File: config.mk
export PLATFORM = sky130hd
export DESIGN_NAME = slt_timer
export DESIGN_NICKNAME = d
export VERILOG_FILES = /design/src/slt_sync.v /design/src/slt_tbase.v /design/src/slt_timer.v
export VERILOG_INCLUDE_DIRS = /design/src
export SDC_FILE = /design/constraint.sdc
export NUM_CORES = 1
export LEC_CHECK = 0
export BUFFER_PORTS_ARGS = -buffer_cell sky130_fd_sc_hd__buf_2
export CORE_MARGIN = 4
export CORE_UTILIZATION = 30
export CTS_CLUSTER_DIAMETER = 80
export DETAILED_ROUTE_END_ITERATION = 8
export RECOVER_POWER = 50
export REMOVE_ABC_BUFFERS = 1
export SETUP_SLACK_MARGIN = 0.2
export SLEW_MARGIN = 5
export SYNTH_ARGS = -nofsm -noshare
export SYNTH_HDL_FRONTEND = slang
export SYNTH_SLANG_ARGS = --single-unit
File: constraint.sdc
create_clock -name sys_clk_i -period 16.5 [get_ports sys_clk_i]
set_clock_uncertainty 0.1 [all_clocks]
set_input_delay 3.3 -clock sys_clk_i [delete_from_list [all_inputs] [get_ports sys_clk_i]]
set_output_delay 3.3 -clock sys_clk_i [all_outputs]
set_load 0.02 [all_outputs]
File: src/slt_regs.vh
// Register offsets, field positions, reset values and timing constants of the stair light timer.
`ifndef SLT_REGS_VH
`define SLT_REGS_VH

// ****************************************
// Register offsets
// ****************************************
`define SLT_OFF_CTRL    8'h00
`define SLT_OFF_TDELAY  8'h04
`define SLT_OFF_WSTART  8'h08
`define SLT_OFF_WLEN    8'h0c
`define SLT_OFF_ELAPSED 8'h10
`define SLT_OFF_STATUS  8'h14

// ****************************************
// Field positions
// ****************************************
`define SLT_CTRL_RET    0
`define SLT_CTRL_WARN   1
`define SLT_CTRL_TB_LO  2
`define SLT_CTRL_TB_HI  3
`define SLT_CTRL_SRC_T  4
`define SLT_CTRL_SRC_WS 5
`define SLT_CTRL_SRC_WL 6
`define SLT_CTRL_W      7
`define SLT_ST_Q        0
`define SLT_ST_ON       1
`define SLT_ST_WARN     2
`define SLT_ST_PF       3

// Retention codes: the "/" setting and the "R" setting.
`define SLT_RET_NONE    1'b0
`define SLT_RET_KEEP    1'b1

// ****************************************
// Reset values
// ****************************************
`define SLT_RST_CTRL    7'h00
`define SLT_RST_TDELAY  16'h0064
`define SLT_RST_WSTART  16'h000a
`define SLT_RST_WLEN    16'h0002

// ****************************************
// Timing
// ****************************************
`define SLT_CLK_PERIOD_NS 5
`define SLT_BASE_TIME_NS  10000000
`define SLT_BASE_CYC      (`SLT_BASE_TIME_NS / `SLT_CLK_PERIOD_NS)
`define SLT_TB_DIV_10MS   20'h00001
`define SLT_TB_DIV_1S     20'h00064
`define SLT_TB_DIV_1MIN   20'h01770
`define SLT_TB_DIV_1H     20'h57e40

`endif

File: src/slt_sync.v
// Three-stage input synchroniser with a two-stage agreement filter.
`timescale 1ns/10ps
module slt_sync #(
  parameter W = 2
) (
  // Clock and reset
  input  wire         sys_clk_i,
  input  wire         sys_rst_i,
  // Raw and filtered levels
  input  wire [W-1:0] async_i,
  output wire [W-1:0] level_o
);

  reg [W-1:0] s1_ff;
  reg [W-1:0] s2_ff;
  reg [W-1:0] s3_ff;
  reg [W-1:0] lvl_ff;

  genvar g;
  generate
    for (g = 0; g < W; g = g + 1) begin : g_bit
      always @(posedge sys_clk_i) begin
        if (sys_rst_i) begin
          s1_ff[g]  <= 1'b0;
          s2_ff[g]  <= 1'b0;
          s3_ff[g]  <= 1'b0;
          lvl_ff[g] <= 1'b0;
        end else begin
          s1_ff[g] <= async_i[g];
          s2_ff[g] <= s1_ff[g];
          s3_ff[g] <= s2_ff[g];
          // A change counts only once two later stages agree.
          if (s2_ff[g] == s3_ff[g]) begin
            lvl_ff[g] <= s3_ff[g];
          end
        end
      end
    end
  endgenerate

  assign level_o = lvl_ff;

endmodule // slt_sync

File: src/slt_tbase.v
// Timebase divider giving a one-cycle tick at the selected time unit.
`timescale 1ns/10ps
`include "slt_regs.vh"
module slt_tbase #(
  parameter [31:0] BASE_CYC = `SLT_BASE_CYC
) (
  // Clock and reset
  input  wire       sys_clk_i,
  input  wire       sys_rst_i,
  // Unit select and tick
  input  wire [1:0] sel_i,
  output wire       tick_o
);

  reg  [31:0] pre_ff;
  reg  [19:0] div_ff;
  reg         tick_ff;
  reg  [19:0] ratio;
  wire        base_tick;

  assign base_tick = (pre_ff == BASE_CYC - 32'h1);

  always @* begin
    case (sel_i)
      2'h0:    ratio = `SLT_TB_DIV_10MS;
      2'h1:    ratio = `SLT_TB_DIV_1S;
      2'h2:    ratio = `SLT_TB_DIV_1MIN;
      default: ratio = `SLT_TB_DIV_1H;
    endcase
  end

  always @(posedge sys_clk_i) begin
    if (sys_rst_i) begin
      pre_ff  <= 32'h0;
      div_ff  <= 20'h0;
      tick_ff <= 1'b0;
    end else begin
      tick_ff <= 1'b0;
      if (base_tick) begin
        pre_ff <= 32'h0;
        // Compare with >= so a smaller ratio selected on the fly wraps at the next base tick.
        if (div_ff >= ratio - 20'h1) begin
          div_ff  <= 20'h0;
          tick_ff <= 1'b1;
        end else begin
          div_ff <= div_ff + 20'h1;
        end
      end else begin
        pre_ff <= pre_ff + 32'h1;
      end
    end
  end

  assign tick_o = tick_ff;

endmodule // slt_tbase

File: src/slt_timer.v
// Retriggerable stair light off-delay timer with pre-warning and retention.
//
// The strobed register port and the address map were chosen for this implementation.
`timescale 1ns/10ps
`include "slt_regs.vh"

module slt_timer #(
  parameter        TW       = 16,
  parameter [31:0] TICK_CYC = `SLT_BASE_CYC
) (
  // Clock and reset
  input  wire          sys_clk_i,
  input  wire          sys_rst_i,
  // Pins
  input  wire          trg_i,
  input  wire          pwr_fail_i,
  // Actual value of another block
  input  wire [TW-1:0] ext_val_i,
  // Register port
  input  wire [7:0]    addr_i,
  input  wire [31:0]   wdata_i,
  input  wire          wr_i,
  input  wire          rd_i,
  output wire [31:0]   rdata_o,
  // Load side
  output wire          q_o,
  output wire          warn_o,
  output wire [TW-1:0] elapsed_time_o
);

  // ****************************************
  // Declarations
  // ****************************************
  reg  [`SLT_CTRL_W-1:0] ctrl_ff;
  reg  [TW-1:0]          tdelay_ff;
  reg  [TW-1:0]          wstart_ff;
  reg  [TW-1:0]          wlen_ff;
  reg  [31:0]            rdata_ff;
  reg                    trg_d_ff;
  reg                    pf_d_ff;
  reg                    on_ff;
  reg  [TW-1:0]          el_ff;
  reg                    q_ff;
  reg                    warn_ff;
  reg                    snap_on_ff;
  reg  [TW-1:0]          snap_el_ff;
  reg                    nxt_on;
  reg  [TW-1:0]          nxt_el;
  reg                    nxt_warn;
  reg  [31:0]            nxt_rdata;
  wire [1:0]             lvl;
  wire                   trg_lvl;
  wire                   pf_lvl;
  wire                   tick;
  wire                   trg_rise;
  wire                   trg_fall;
  wire                   pf_rise;
  wire                   pf_fall;
  wire                   retain;
  wire [TW-1:0]          eff_t;
  wire [TW-1:0]          eff_ws;
  wire [TW-1:0]          eff_wl;
  wire [TW-1:0]          wbeg;
  wire                   expire;
  wire [TW-1:0]          el_max;

  // ****************************************
  // Input capture and timebase
  // ****************************************
  slt_sync #(
    .W (2)
  ) u_sync (
    .sys_clk_i (sys_clk_i),
    .sys_rst_i (sys_rst_i),
    .async_i   ({pwr_fail_i, trg_i}),
    .level_o   (lvl)
  );

  assign trg_lvl = lvl[0];
  assign pf_lvl  = lvl[1];

  slt_tbase #(
    .BASE_CYC (TICK_CYC)
  ) u_tbase (
    .sys_clk_i (sys_clk_i),
    .sys_rst_i (sys_rst_i),
    .sel_i     (ctrl_ff[`SLT_CTRL_TB_HI:`SLT_CTRL_TB_LO]),
    .tick_o    (tick)
  );

  assign trg_rise = trg_lvl & ~trg_d_ff;
  assign trg_fall = ~trg_lvl & trg_d_ff;
  assign pf_rise  = pf_lvl & ~pf_d_ff;
  assign pf_fall  = ~pf_lvl & pf_d_ff;

  // ****************************************
  // Effective parameters
  // ****************************************
  // retention code
  assign retain = (ctrl_ff[`SLT_CTRL_RET] == `SLT_RET_KEEP);

  assign eff_t  = ctrl_ff[`SLT_CTRL_SRC_T]  ? ext_val_i : tdelay_ff;
  assign eff_ws = ctrl_ff[`SLT_CTRL_SRC_WS] ? ext_val_i : wstart_ff;
  assign eff_wl = ctrl_ff[`SLT_CTRL_SRC_WL] ? ext_val_i : wlen_ff;

  // one shared unit
  // A start offset larger than the delay is clamped so the warning begins at zero.
  assign wbeg   = (eff_ws > eff_t) ? {TW{1'b0}} : (eff_t - eff_ws);

  assign expire = on_ff & (el_ff == eff_t);
  assign el_max = {TW{1'b1}};

  // ****************************************
  // Timer state
  // ****************************************
  always @* begin
    nxt_on = on_ff;
    nxt_el = el_ff;
    if (pf_rise) begin
      // Working state is lost while power is down; the snapshot keeps it.
      nxt_on = 1'b0;
      nxt_el = {TW{1'b0}};
    end else if (pf_lvl) begin
      nxt_on = 1'b0;
      nxt_el = {TW{1'b0}};
    end else if (pf_fall) begin
      if (retain) begin
        nxt_on = snap_on_ff;
        nxt_el = snap_el_ff;
      end else begin
        nxt_on = 1'b0;
        nxt_el = {TW{1'b0}};
      end
    end else if (on_ff & (trg_rise | trg_fall)) begin
      nxt_on = 1'b1;
      nxt_el = {TW{1'b0}};
    end else if (trg_rise) begin
      nxt_on = 1'b1;
      nxt_el = {TW{1'b0}};
    end else if (expire) begin
      nxt_on = 1'b0;
    end else if (on_ff & tick & (el_ff != el_max)) begin
      nxt_el = el_ff + {{(TW-1){1'b0}}, 1'b1};
    end
    // drop during warning
    // Written inline so that a change of the warning setting alone re-runs this process.
    nxt_warn = ctrl_ff[`SLT_CTRL_WARN] & nxt_on & (nxt_el >= wbeg) &
               ((nxt_el - wbeg) < eff_wl);
  end

  always @(posedge sys_clk_i) begin
    if (sys_rst_i) begin
      trg_d_ff   <= 1'b0;
      pf_d_ff    <= 1'b0;
      on_ff      <= 1'b0;
      el_ff      <= {TW{1'b0}};
      q_ff       <= 1'b0;
      warn_ff    <= 1'b0;
      snap_on_ff <= 1'b0;
      snap_el_ff <= {TW{1'b0}};
    end else begin
      trg_d_ff <= trg_lvl;
      pf_d_ff  <= pf_lvl;
      on_ff    <= nxt_on;
      el_ff    <= nxt_el;
      warn_ff  <= nxt_warn;
      q_ff     <= nxt_on & ~nxt_warn;
      if (pf_rise) begin
        snap_on_ff <= on_ff;
        snap_el_ff <= el_ff;
      end
    end
  end

  // ****************************************
  // Register port
  // ****************************************
  always @(posedge sys_clk_i) begin
    if (sys_rst_i) begin
      ctrl_ff   <= `SLT_RST_CTRL;
      tdelay_ff <= `SLT_RST_TDELAY;
      wstart_ff <= `SLT_RST_WSTART;
      wlen_ff   <= `SLT_RST_WLEN;
    end else if (wr_i) begin
      case (addr_i)
        `SLT_OFF_CTRL:   ctrl_ff   <= wdata_i[`SLT_CTRL_W-1:0];
        `SLT_OFF_TDELAY: tdelay_ff <= wdata_i[TW-1:0];
        `SLT_OFF_WSTART: wstart_ff <= wdata_i[TW-1:0];
        `SLT_OFF_WLEN:   wlen_ff   <= wdata_i[TW-1:0];
        default: begin
        end
      endcase
    end
  end

  always @* begin
    nxt_rdata = 32'h0;
    if (rd_i) begin
      case (addr_i)
        `SLT_OFF_CTRL:    nxt_rdata[`SLT_CTRL_W-1:0] = ctrl_ff;
        `SLT_OFF_TDELAY:  nxt_rdata[TW-1:0] = tdelay_ff;
        `SLT_OFF_WSTART:  nxt_rdata[TW-1:0] = wstart_ff;
        `SLT_OFF_WLEN:    nxt_rdata[TW-1:0] = wlen_ff;
        `SLT_OFF_ELAPSED: nxt_rdata[TW-1:0] = el_ff;
        `SLT_OFF_STATUS: begin
          nxt_rdata[`SLT_ST_Q]    = q_ff;
          nxt_rdata[`SLT_ST_ON]   = on_ff;
          nxt_rdata[`SLT_ST_WARN] = warn_ff;
          nxt_rdata[`SLT_ST_PF]   = pf_lvl;
        end
        default: nxt_rdata = 32'h0;
      endcase
    end
  end

  // Read data stand in the cycle after each cycle of rd_i and are zero otherwise.
  always @(posedge sys_clk_i) begin
    if (sys_rst_i) begin
      rdata_ff <= 32'h0;
    end else begin
      rdata_ff <= nxt_rdata;
    end
  end

  // ****************************************
  // Outputs
  // ****************************************
  assign rdata_o        = rdata_ff;
  assign q_o            = q_ff;
  assign warn_o         = warn_ff;
  assign elapsed_time_o = el_ff;

endmodule // slt_timer

==> results of run 1 <==
==> sequential cells by signal, indices dropped and copies added (netlist names), 2 cells and up <==
| name | cells |
|---|---|
| snap_el_ff | 16 |
| tdelay_ff | 16 |
| u_sync.s3_ff | 2 |
| wlen_ff | 16 |
| u_sync.s1_ff | 2 |
| rdata_o | 16 |
| u_tbase.div_ff | 20 |
| elapsed_time_o | 16 |
| ctrl_ff | 7 |
| wstart_ff | 16 |
| u_sync.level_o | 2 |
| u_tbase.pre_ff | 32 |
| u_sync.s2_ff | 2 |
==> worst register-to-register path: cells and delay by family (launching register included) <==
family | cells | cell delay [ps]
simple gates | 10 | 1920
compound gates | 13 | 2910
xor+xnor | 2 | 320
fa+ha+maj | 2 | 750
buf+inv | 1 | 300
flops | 1 | 310
mux | 2 | 670
==> through the flow <==
stage               setup WS (ps)  utilization [%]  std cells  total power [mW]  instance area [sq um]
finish                       6890             34.5       1790             0.877                  11700
global route                 6370             34.5       1788             0.909                  11700
CTS                          6890             34.6       1787             0.886                  11700
detailed placement           6460             32.8       1755             0.462                  11100
global placement             6500             32.8       1755             0.462                  11100
floorplan                    7640                -       1221             0.442                  10100
==> placed cells by master, fill, tap and decap left out, types with 5 or more instances in the layout <==
master	count
and3_1	14
nand3b_1	7
inv_6	5
mux2_4	6
inv_1	29
mux2_2	15
o21ai_0	27
mux2i_1	36
and2_1	10
nor4_1	14
buf_4	5
nor2b_1	21
clkbuf_16	17
ha_1	80
xnor2_1	45
o21a_1	8
a221oi_1	13
a21o_1	28
a22oi_1	24
nor2_1	130
nand2b_1	8
nor3_1	21
buf_2	52
dfxtp_1	170
conb_1	21
a21oi_1	100
nand3_1	40
xor2_1	58
clkbuf_1	30
nand2_1	218
nand4_1	11
and4_1	8
==> final cells by class <==
cell class	count	share of cell area, %
Multi-Input combinational cell	1022	56.4
Sequential cell	170	29.1
Tap cell	448	4.80
Clock buffer	18	3.67
Timing Repair Buffer	86	3.48
Clock inverter	14	1.55
Inverter	29	0.931
Antenna cell	3	0.0642
==> logic make-up after synthesis <==
logic type | Yosys count | share of synthesized area [%]
AO/OA/AOI/OAI | 234 | 14.5
other | 2 | 0.0721
adder cells (fa/ha/maj) | 82 | 9.99
flip-flops | 170 | 32.7
XOR/XNOR | 103 | 8.66
multiplexers | 59 | 6.29
buffers and inverters | 110 | 4.81
AND/OR/NAND/NOR | 523 | 23.0
==> metal layers <==
layer	vias up	GRT usage (%)
met1	4246	19.9
met5	-	0
met2	233	24.8
met4	10	4.45
li1	4496	-
met3	46	3.62
==> Yosys cell counts (3+ instances only) <==
library cell  number
o21ai_0           27
nor2_1           130
nand3b_1           7
nand2_1          218
mux2_2            15
ha_1              80
buf_1              4
nand3_1           40
nor3_1            21
a31o_2             3
mux2i_1           36
nor4b_1            3
and3_1            14
buf_4             16
xor2_1            58
and4_1             8
o21a_1             8
clkbuf_1          51
or3_1              4
mux2_4             6
a221oi_1          13
and2_1            10
or2_2              4
a222oi_1           3
a21oi_1          100
a21o_1            28
inv_1             29
nand4_1           11
a21boi_0           4
nor4_1            14
xnor2_1           45
nand2b_1           8
dfxtp_1          170
nor2b_1           21
a22oi_1           24
buf_2              7
==> power breakdown <==
group / internal, mW / total (mW) / switching, mW
logic: 0.0134 / 0.0405 / 0.0272
clock network: 0.242 / 0.424 / 0.182
registers: 0.412 / 0.413 / 0.00104
total: 0.666 / 0.877 / 0.210
==> worst max path at each step <==
stage / endpoint / cells after the start
2_1_floorplan: q_o / 29
3_3_place_gp: q_o / 30
3_5_place_dp: q_o / 30
4_1_cts: q_o / 30
5_1_grt: q_o / 32
6_report: q_o / 30
==> results by group, run 1 <==
Critical path
  • CP top delay family: compound AO/OA/AOI/OAI gates
  • Slowest stage delay, CP: 560 ps
  • Worst path arrival time: 9850 ps
  • Startpoint types: input port
  • Reg2Reg Depth: 30
  • CP Max Fanout: 6
  • Reg2reg setup slack: 9110 ps
  • Crit-path most repeated cell: a21oi_1
  • Bufs and invs on worst path: 1
  • RR Startpoint: ctrl_ff[4]
  • R2r endpoint: q_o
  • Worst setup path start: ext_val_i[6]
  • Critical path type: in -> reg
  • CP max-delay cell: nor4_1
  • Worst EP required: 16,740 ps
  • Crit end category: register

Logic synthesis
  • YS warnings: 0
  • Cell count after synthesis: 1,283
  • Top-area cell type share of the netlist area: 32.7%
  • Synth area leaders: dfxtp_1, ha_1, nand2_1
  • Post-Syn Area: 10,400 sq um
  • Ys flop type: dfxtp_1
  • Synthesized flop and latch total: 170
  • Sequential-to-total area share from yosys stat: 32.7%
  • Synth cell types: 69
  • Post-synth EDFFs: 0
  • Mean Syn Cell Area: 8.12 sq um
  • Async set-reset flop share out of synthesis: 0%
  • Cell accounting for the most synthesized area: dfxtp_1

STA
  • Worst Tran Pin Value: 3520 ps
  • Crit share post-route: 58.3%
  • Tmin final: 9610 ps
  • Setup total negative slack: 0 ps
  • Fmax: 0.104 GHz
  • Final setup vio count: 0
  • Final count of hold timing violations: 0
  • Final Hold Slack: 342 ps
  • RSZ-0062 raised after global routing: no
  • Slew headroom: -134%
  • Slew Limit Fails: 110

GRT
  • Global-route usage over all layers: 15.1%
  • Initial antenna violation count: 8
  • Largest net degree at the start of global routing: 77
  • First-pass GRT wire length: 46.7 mm
  • Vias in the first global route: 8,656
  • Grt total ovfl: 0

Clocking
  • # H-tree levels: 4
  • CTS buffer count: 17
  • Clk pin slew, worst setup/hold paths: 70 ps
  • CTS-repair resized insts: 0
  • Clock latency on the worst-skew pair: 440 ps
  • Postcts setup bufs: 0
  • CTS sink cnt: 170
  • Clock root cell: clkbuf_16
  • CTS Buffer Depth: 2
  • CTS tree: built
  • Cts hold-fix bufs: 0

Placed design
  • HPWL after DPL: 21.7 mm
  • Placer congestion estimate: 0.869
  • IO Port Bufs: 79

Detailed routing
  • ANT nets after route: 0
  • Routed length on met3: 1.82 mm
  • Metal2 WL: 13.4 mm
  • Via-to-Cell Ratio: 5.05
  • DR top layer: met5
  • Drt total wl: 29.2 mm
  • M1 WL: 13.3 mm
  • Avg WL per Cell: 16.3 microns
  • Number of remaining DRC errors: 0
  • Vias: 9,031
  • 1st-iter DRT viols: 588
  • TritonRoute pass-1 iters: 5

Finish
  • Register Area: 3400 sq um
  • Layout Nets: 1,470
  • Synthesis-to-layout area growth: 12.1%
  • Multi-input logic area: 6590 sq um
  • FILL cells: 3,570
  • Share of layout cells above drive strength 1: 9.48%

Hold path
  • Hold Path Class: reg -> reg
  • Hold depth: 1
  • WHS Endpoint: u_sync.s2_ff[0]
  • Hold Crit Start: u_sync.s1_ff[0]

Outcome
  • Outcome: finished with violations
  • Failing checks: capacitance limit, slew limit

Power and ir drop
  • PD cells: 75.0 nW/um^2
  • P_leak: 4.43 nW
  • Max VDD drop: 74.5 uV

Floorplanning
  • Die Y: 194 microns
  • Initial core utilization: 30.8%
  • Core area: 33,900 sq um
  • FP Rows: 67
  • Chip Width: 194 microns
  • Total Die Area: 37,800 sq um
  • I/O pin cnt: 112

Run
  • # Max-Cap Violations: 2
No activity file was read; power rests on OpenSTA's default activity.
==> run 2: changes to the inputs <==
clock period = 10 ns   (was 16.5 ns; I/O delays follow)
==> results by group, run 2 (synthesis results as in run 1) <==
Placed design
  • Placed inst area: 11,100 sq um (unchanged)
  • Placer congestion estimate: 0.883 (was 0.869)
  • IO Port Bufs: 79 (unchanged)
  • Placed Cells: 1,755 (unchanged)
  • HPWL after DPL: 21.7 mm (about the same)

STA
  • Final Hold Slack: 344 ps (was 342 ps)
  • Crit share post-route: 82.6%
  • Slew headroom: -146% (was -134%)
  • Tmin final: 8260 ps
  • RSZ-0062 raised after global routing: no (unchanged)
  • Final count of hold timing violations: 0 (unchanged)
  • Slew Limit Fails: 81 (was 110)
  • Worst Tran Pin Value: 3700 ps (was 3520 ps)
  • Final setup vio count: 0 (unchanged)
  • Fmax: 0.121 GHz
  • Setup total negative slack: 0 ps (unchanged)

Clocking
  • CTS buffer count: 17 (unchanged)
  • Clock latency on the worst-skew pair: 450 ps (was 440 ps)
  • CTS tree: built (unchanged)
  • Clk pin slew, worst setup/hold paths: 70 ps (about the same)
  • Postcts setup bufs: 0 (unchanged)
  • Cts hold-fix bufs: 0 (unchanged)
  • CTS-repair resized insts: 0 (unchanged)
  • Clock root cell: clkbuf_16 (unchanged)
  • CTS Buffer Depth: 2 (unchanged)
  • # H-tree levels: 4 (unchanged)
  • CTS sink cnt: 170 (unchanged)

GRT
  • Grt total ovfl: 0 (unchanged)
  • Initial antenna violation count: 10 (was 8)
  • Largest net degree at the start of global routing: 81 (was 77)
  • First-pass GRT wire length: 46.2 mm (was 46.7 mm)
  • Vias in the first global route: 8,515 (was 8,656)
  • Global-route usage over all layers: 15.1% (about the same)

Detailed routing
  • ANT nets after route: 0 (unchanged)
  • Avg WL per Cell: 16.1 microns (was 16.3 microns)
  • Drt total wl: 28.9 mm (was 29.2 mm)
  • TritonRoute pass-1 iters: 5 (unchanged)
  • Vias: 8,929 (was 9,031)
  • Number of remaining DRC errors: 0 (unchanged)
  • Via-to-Cell Ratio: 4.98 (was 5.05)
  • 1st-iter DRT viols: 577 (was 588)

Hold path
  • Hold Crit Start: u_sync.s1_ff[0] (unchanged)
  • Hold Path Class: reg -> reg (unchanged)

Critical path
  • CP max-delay cell: fa_1 (was nor4_1)
  • Worst EP required: 10,250 ps (was 16,740 ps)
  • Startpoint types: input port (unchanged)
  • RR Startpoint: ctrl_ff[4] (unchanged)
  • Slowest stage delay, CP: 490 ps (was 560 ps)
  • Worst path arrival time: 8510 ps (was 9850 ps)
  • CP Max Fanout: 6 (unchanged)
  • Critical path type: in -> reg (unchanged)
  • Worst setup path start: ext_val_i[6] (unchanged)
  • Crit end category: register (unchanged)
  • Crit-path most repeated cell: a21oi_1 (unchanged)

Power and ir drop
  • PD cells: 125 nW/um^2 (was 75.0 nW/um^2)
  • Max VDD drop: 125 uV (was 74.5 uV)
  • P_leak: 4.42 nW (was 4.43 nW)

Finish
  • Final instance area: 11,700 sq um (about the same)
  • Synthesis-to-layout area growth: 12.3% (was 12.1%)
  • Largest Register: u_tbase.pre_ff (unchanged)
  • Max reg flops: 32 (unchanged)
  • Share of layout cells above drive strength 1: 9.04% (was 9.48%)
  • Post-Layout Cell Count: 1,792 (was 1,790)
  • Layout Nets: 1,470 (unchanged)
  • Top flop regs: u_tbase.pre_ff (32), u_tbase.div_ff (20) (unchanged)
  • Commonest non-fill, non-tap cell in the layout: nand2_1 (unchanged)
  • Most frequent cells in the layout: nand2_1, dfxtp_1, nor2_1 (unchanged)

Floorplanning
  • FP Rows: 67 (unchanged)
  • Total Die Area: 37,800 sq um (unchanged)
  • Core area: 33,900 sq um (unchanged)
  • Chip Width: 194 microns (unchanged)
  • I/O pin cnt: 112 (unchanged)
  • Initial core utilization: 30.8% (unchanged)
  • Die Y: 194 microns (unchanged)

Run
  • # Max-Cap Violations: 1 (was 2)

Outcome
  • Failing checks: capacitance limit, slew limit (unchanged)
  • Outcome: finished with violations (unchanged)
[run 2: cell types whose count changed in the layout (fill, tap and decap cells not counted), moves of 2 or more]
cell,before,now
buf_2,52,44
clkbuf_1,30,37
clkinvlp_4,3,1
diode_2,3,5
inv_8,1,3
[run 2: critical path: cells and delay by family]
| kind | cells | cell delay (ps) |
|---|---|---|
| AOI/OAI and AO/OA | 13 | 2920 |
| xor gates and xnor gates | 2 | 330 |
| adders and majority gates | 2 | 770 |
| buffers and inverters | 1 | 110 |
| muxes | 2 | 530 |
| and+or+nand+nor | 10 | 1830 |
[run 2: per-layer routing]
metal | global-route usage, % | up-vias | part of all wire, %
met2 | 24.9 | 221 | 46
met5 | 0 | - | 0.27
met3 | 3.88 | 37 | 5.9
met1 | 19.6 | 4175 | 46
li1 | - | 4486 | -
met4 | 4.45 | 10 | 1.4
[run 2: where the power goes]
part           internal [mW]  leakage (nW)  switching [mW]
Combinational         0.0221          2.74          0.0447
Clock                  0.403         0.307           0.312
Sequential             0.679          1.37         0.00181
[run 2: area by class of cell]
class                   count  area, sq um
multi-input cells        1022         6590
fillers                  3600        22200
inverters                  29          109
clock buffers              17          425
flip-flops and latches    170         3400
repair buffers             86          397
clock inverters            15          205
well taps                 448          561
diodes                      5         12.5
[run 2: stage by stage]
step / utilization, % / setup WS, ps / power, mW
after floorplan: - / 2440 / 0.729
after global placement: 32.8 / 1380 / 0.762
after detailed placement: 32.8 / 1340 / 0.762
after CTS: 34.7 / 1780 / 1.48
after global routing: 34.5 / 1260 / 1.51
final: 34.6 / 1740 / 1.46
[run 2: worst paths after layout]
path	to	slack, ps	cells past startpoint
setup / recovery	q_o	1740	30
hold / removal	u_sync.s2_ff[0]	340	1
setup reg to reg	q_o	2230	29
hold reg to reg	u_sync.s2_ff[0]	340	1
==> run 3: changes to the inputs <==
clock period = 7.3 ns   (was 10 ns; I/O delays follow)
==> results by group, run 3 (synthesis results as in run 1) <==
Detailed routing
  • Drt total wl: 30.1 mm (was 28.9 mm)
  • Avg WL per Cell: 16.1 microns (about the same)
  • Via-to-Cell Ratio: 4.99 (was 4.98)
  • 1st-iter DRT viols: 558 (was 577)
  • Number of remaining DRC errors: 0 (unchanged)
  • TritonRoute pass-1 iters: 7 (was 5)
  • ANT nets after route: 0 (unchanged)
  • Vias: 9,306 (was 8,929)

GRT
  • First-pass GRT wire length: 47.5 mm (was 46.2 mm)
  • Grt total ovfl: 0 (unchanged)
  • Largest net degree at the start of global routing: 81 (unchanged)
  • Vias in the first global route: 8,841 (was 8,515)
  • Global-route usage over all layers: 15.4% (was 15.1%)
  • Initial antenna violation count: 9 (was 10)

Clocking
  • Clk pin slew, worst setup/hold paths: 60 ps (was 70 ps)
  • CTS buffer count: 17 (unchanged)
  • CTS tree: built (unchanged)
  • CTS sink cnt: 170 (unchanged)
  • Clock latency on the worst-skew pair: 440 ps (was 450 ps)
  • # H-tree levels: 4 (unchanged)
  • Clock root cell: clkbuf_16 (unchanged)
  • CTS Buffer Depth: 2 (unchanged)

Power and ir drop
  • Comb power frac: 5.3% (was 4.6%)
  • Sw Share: 23.1% (was 24.5%)
  • Max VDD drop: 157 uV (was 125 uV)
  • Clock Power Share: 46.5% (was 48.9%)
  • PD cells: 155 nW/um^2 (was 125 nW/um^2)
  • Total net switching power: 0.447 mW (was 0.359 mW)
  • P_leak: 4.84 nW (was 4.42 nW)
  • Sequential Power Share: 48.2% (was 46.5%)
  • Pint: 1.49 mW (was 1.10 mW)

Floorplanning
  • FP Rows: 67 (unchanged)
  • Chip Width: 194 microns (unchanged)
  • Initial core utilization: 30.8% (unchanged)
  • Total Die Area: 37,800 sq um (unchanged)
  • I/O pin cnt: 112 (unchanged)
  • Core area: 33,900 sq um (unchanged)
  • Die Y: 194 microns (unchanged)

Critical path
  • Startpoint types: input port (unchanged)
  • Worst path arrival time: 7080 ps (was 8510 ps)
  • RR Startpoint: ctrl_ff[4] (unchanged)
  • Reg2reg setup slack: 910 ps (was 2230 ps)
  • Worst EP required: 7540 ps (was 10,250 ps)
  • Slowest stage delay, CP: 390 ps (was 490 ps)
  • Crit end category: register (unchanged)
  • Critical path endpoint: q_o (unchanged)
  • R2r endpoint: q_o (unchanged)
  • CP max-delay cell: a311o_1 (was fa_1)
  • CP Max Fanout: 3 (was 6)
  • Reg2Reg Depth: 32 (was 29)
  • Crit-path most repeated cell: nor2b_1 (was a21oi_1)
  • Critical path type: in -> reg (unchanged)
  • Worst setup path start: ext_val_i[8] (was ext_val_i[6])

STA
  • Worst Tran Pin Value: 3660 ps (was 3700 ps)
  • Setup total negative slack: 0 ps (unchanged)
  • Final setup vio count: 0 (unchanged)
  • Slew headroom: -144% (was -146%)
  • Tmin final: 6840 ps
  • Final count of hold timing violations: 0 (unchanged)
  • RSZ-0062 raised after global routing: yes (was no)
  • Crit share post-route: 93.7%
  • Fmax: 0.146 GHz
  • Slew Limit Fails: 81 (unchanged)

Finish
  • Most frequent cells in the layout: nand2_1, dfxtp_1, nor2_1 (unchanged)
  • Final Core Density: 36.9% (was 34.6%)
  • Share of layout cells above drive strength 1: 16.3% (was 9.04%)
  • Layout Nets: 1,546 (was 1,470)
  • Commonest non-fill, non-tap cell in the layout: nand2_1 (unchanged)
  • Max reg flops: 32 (unchanged)
  • Largest Register: u_tbase.pre_ff (unchanged)
  • Synthesis-to-layout area growth: 19.8% (was 12.3%)
  • Top flop regs: u_tbase.pre_ff (32), u_tbase.div_ff (20) (unchanged)

Placed design
  • Placer congestion estimate: 0.875 (was 0.883)
  • HPWL after DPL: 22.5 mm (was 21.7 mm)
  • IO Port Bufs: 79 (unchanged)

Hold path
  • Hold Path Class: reg -> reg (unchanged)

Outcome
  • Failing checks: capacitance limit, slew limit (unchanged)
  • Outcome: finished with violations (unchanged)

Run
  • # Max-Cap Violations: 1 (unchanged)
-- run 3: cell count changes in the layout (fill, tap and decap cells not counted), moves of 4 or more --
| cell | delta |
|---|---|
| mux2_4 | +5 |
| a21oi_1 | -4 |
| o21ai_0 | -4 |
| ha_1 | -7 |
| ha_4 | +6 |
| buf_4 | +75 |
| mux2_2 | -5 |
| o21ai_1 | +4 |
-- run 3: repair_timing --
item / in CTS / in global routing
cloned: 0 / 0
setup buffers: 0 / 6
hold buffers: 0 / 0
setup endpoints to repair: 1 / 2
pin swaps: 0 / 36
resized for setup: 1 / 57
-- run 3: worst min-delay path by stage --
stage                                from               to  slack, ps  cells past startpoint
after floorplan           u_sync.s1_ff[0]  u_sync.s2_ff[0]        310                      1
after global placement    u_sync.s1_ff[1]  u_sync.s2_ff[1]        320                      1
after detailed placement  u_sync.s1_ff[0]  u_sync.s2_ff[0]        330                      1
after CTS                 u_sync.s1_ff[0]  u_sync.s2_ff[0]        340                      1
after global routing       snap_el_ff[15]   snap_el_ff[15]        380                      2
final                     u_sync.s1_ff[0]  u_sync.s2_ff[0]        340                      1
-- run 3: final cells by class --
| type | count | area (sq um) |
|---|---|---|
| Timing Repair Buffer | 162 | 978 |
| Fill cell | 3538 | 21400 |
| Clock buffer | 20 | 457 |
| Multi-Input combinational cell | 1022 | 6850 |
| Sequential cell | 170 | 3400 |
| Inverter | 29 | 111 |
| Antenna cell | 3 | 7.51 |
| Clock inverter | 10 | 119 |
| Tap cell | 448 | 561 |
-- run 3: routing by layer --
metal / vias to the layer above / GRT usage (%) / wire, microns
met5: - / 0 / 74
li1: 4637 / - / -
met2: 225 / 25.6 / 14200
met4: 12 / 3.83 / 478
met1: 4393 / 20.3 / 13600
met3: 39 / 3.79 / 1710
-- run 3: power by group through the flow --
stage / sequential (mW) / clock [mW] / combinational [mW]
after floorplan: 0.954 / 0 / 0.0457
after global placement: 0.954 / 0 / 0.0982
after detailed placement: 0.954 / 0 / 0.0991
after CTS: 0.933 / 0.922 / 0.0998
after global routing: 0.933 / 0.961 / 0.114
final: 0.933 / 0.900 / 0.104
-- run 3: metrics by stage --
| step | instances | setup slack (ps) | cell area, sq um | hold WS, ps | power (mW) |
|---|---|---|---|---|---|
| 2_1_floorplan | 1221 | 280 | 10100 | 314 | 0.999 |
| 3_3_place_gp | 1825 | -276 | 11600 | 323 | 1.05 |
| 3_5_place_dp | 1825 | -224 | 11600 | 326 | 1.05 |
| 4_1_cts | 1855 | 225 | 12200 | 342 | 1.95 |
| 5_1_grt | 1862 | 73.4 | 12500 | 375 | 2.01 |
| 6_report | 1864 | 458 | 12500 | 338 | 1.94 |
-- run 3: worst max-delay path, delay by kind of cell --
kind	cells	cell delay (ps)
buf+inv	3	320
fa+ha+maj	3	760
compound gates	13	2380
xor+xnor	3	390
simple gates	10	1470
mux	1	270
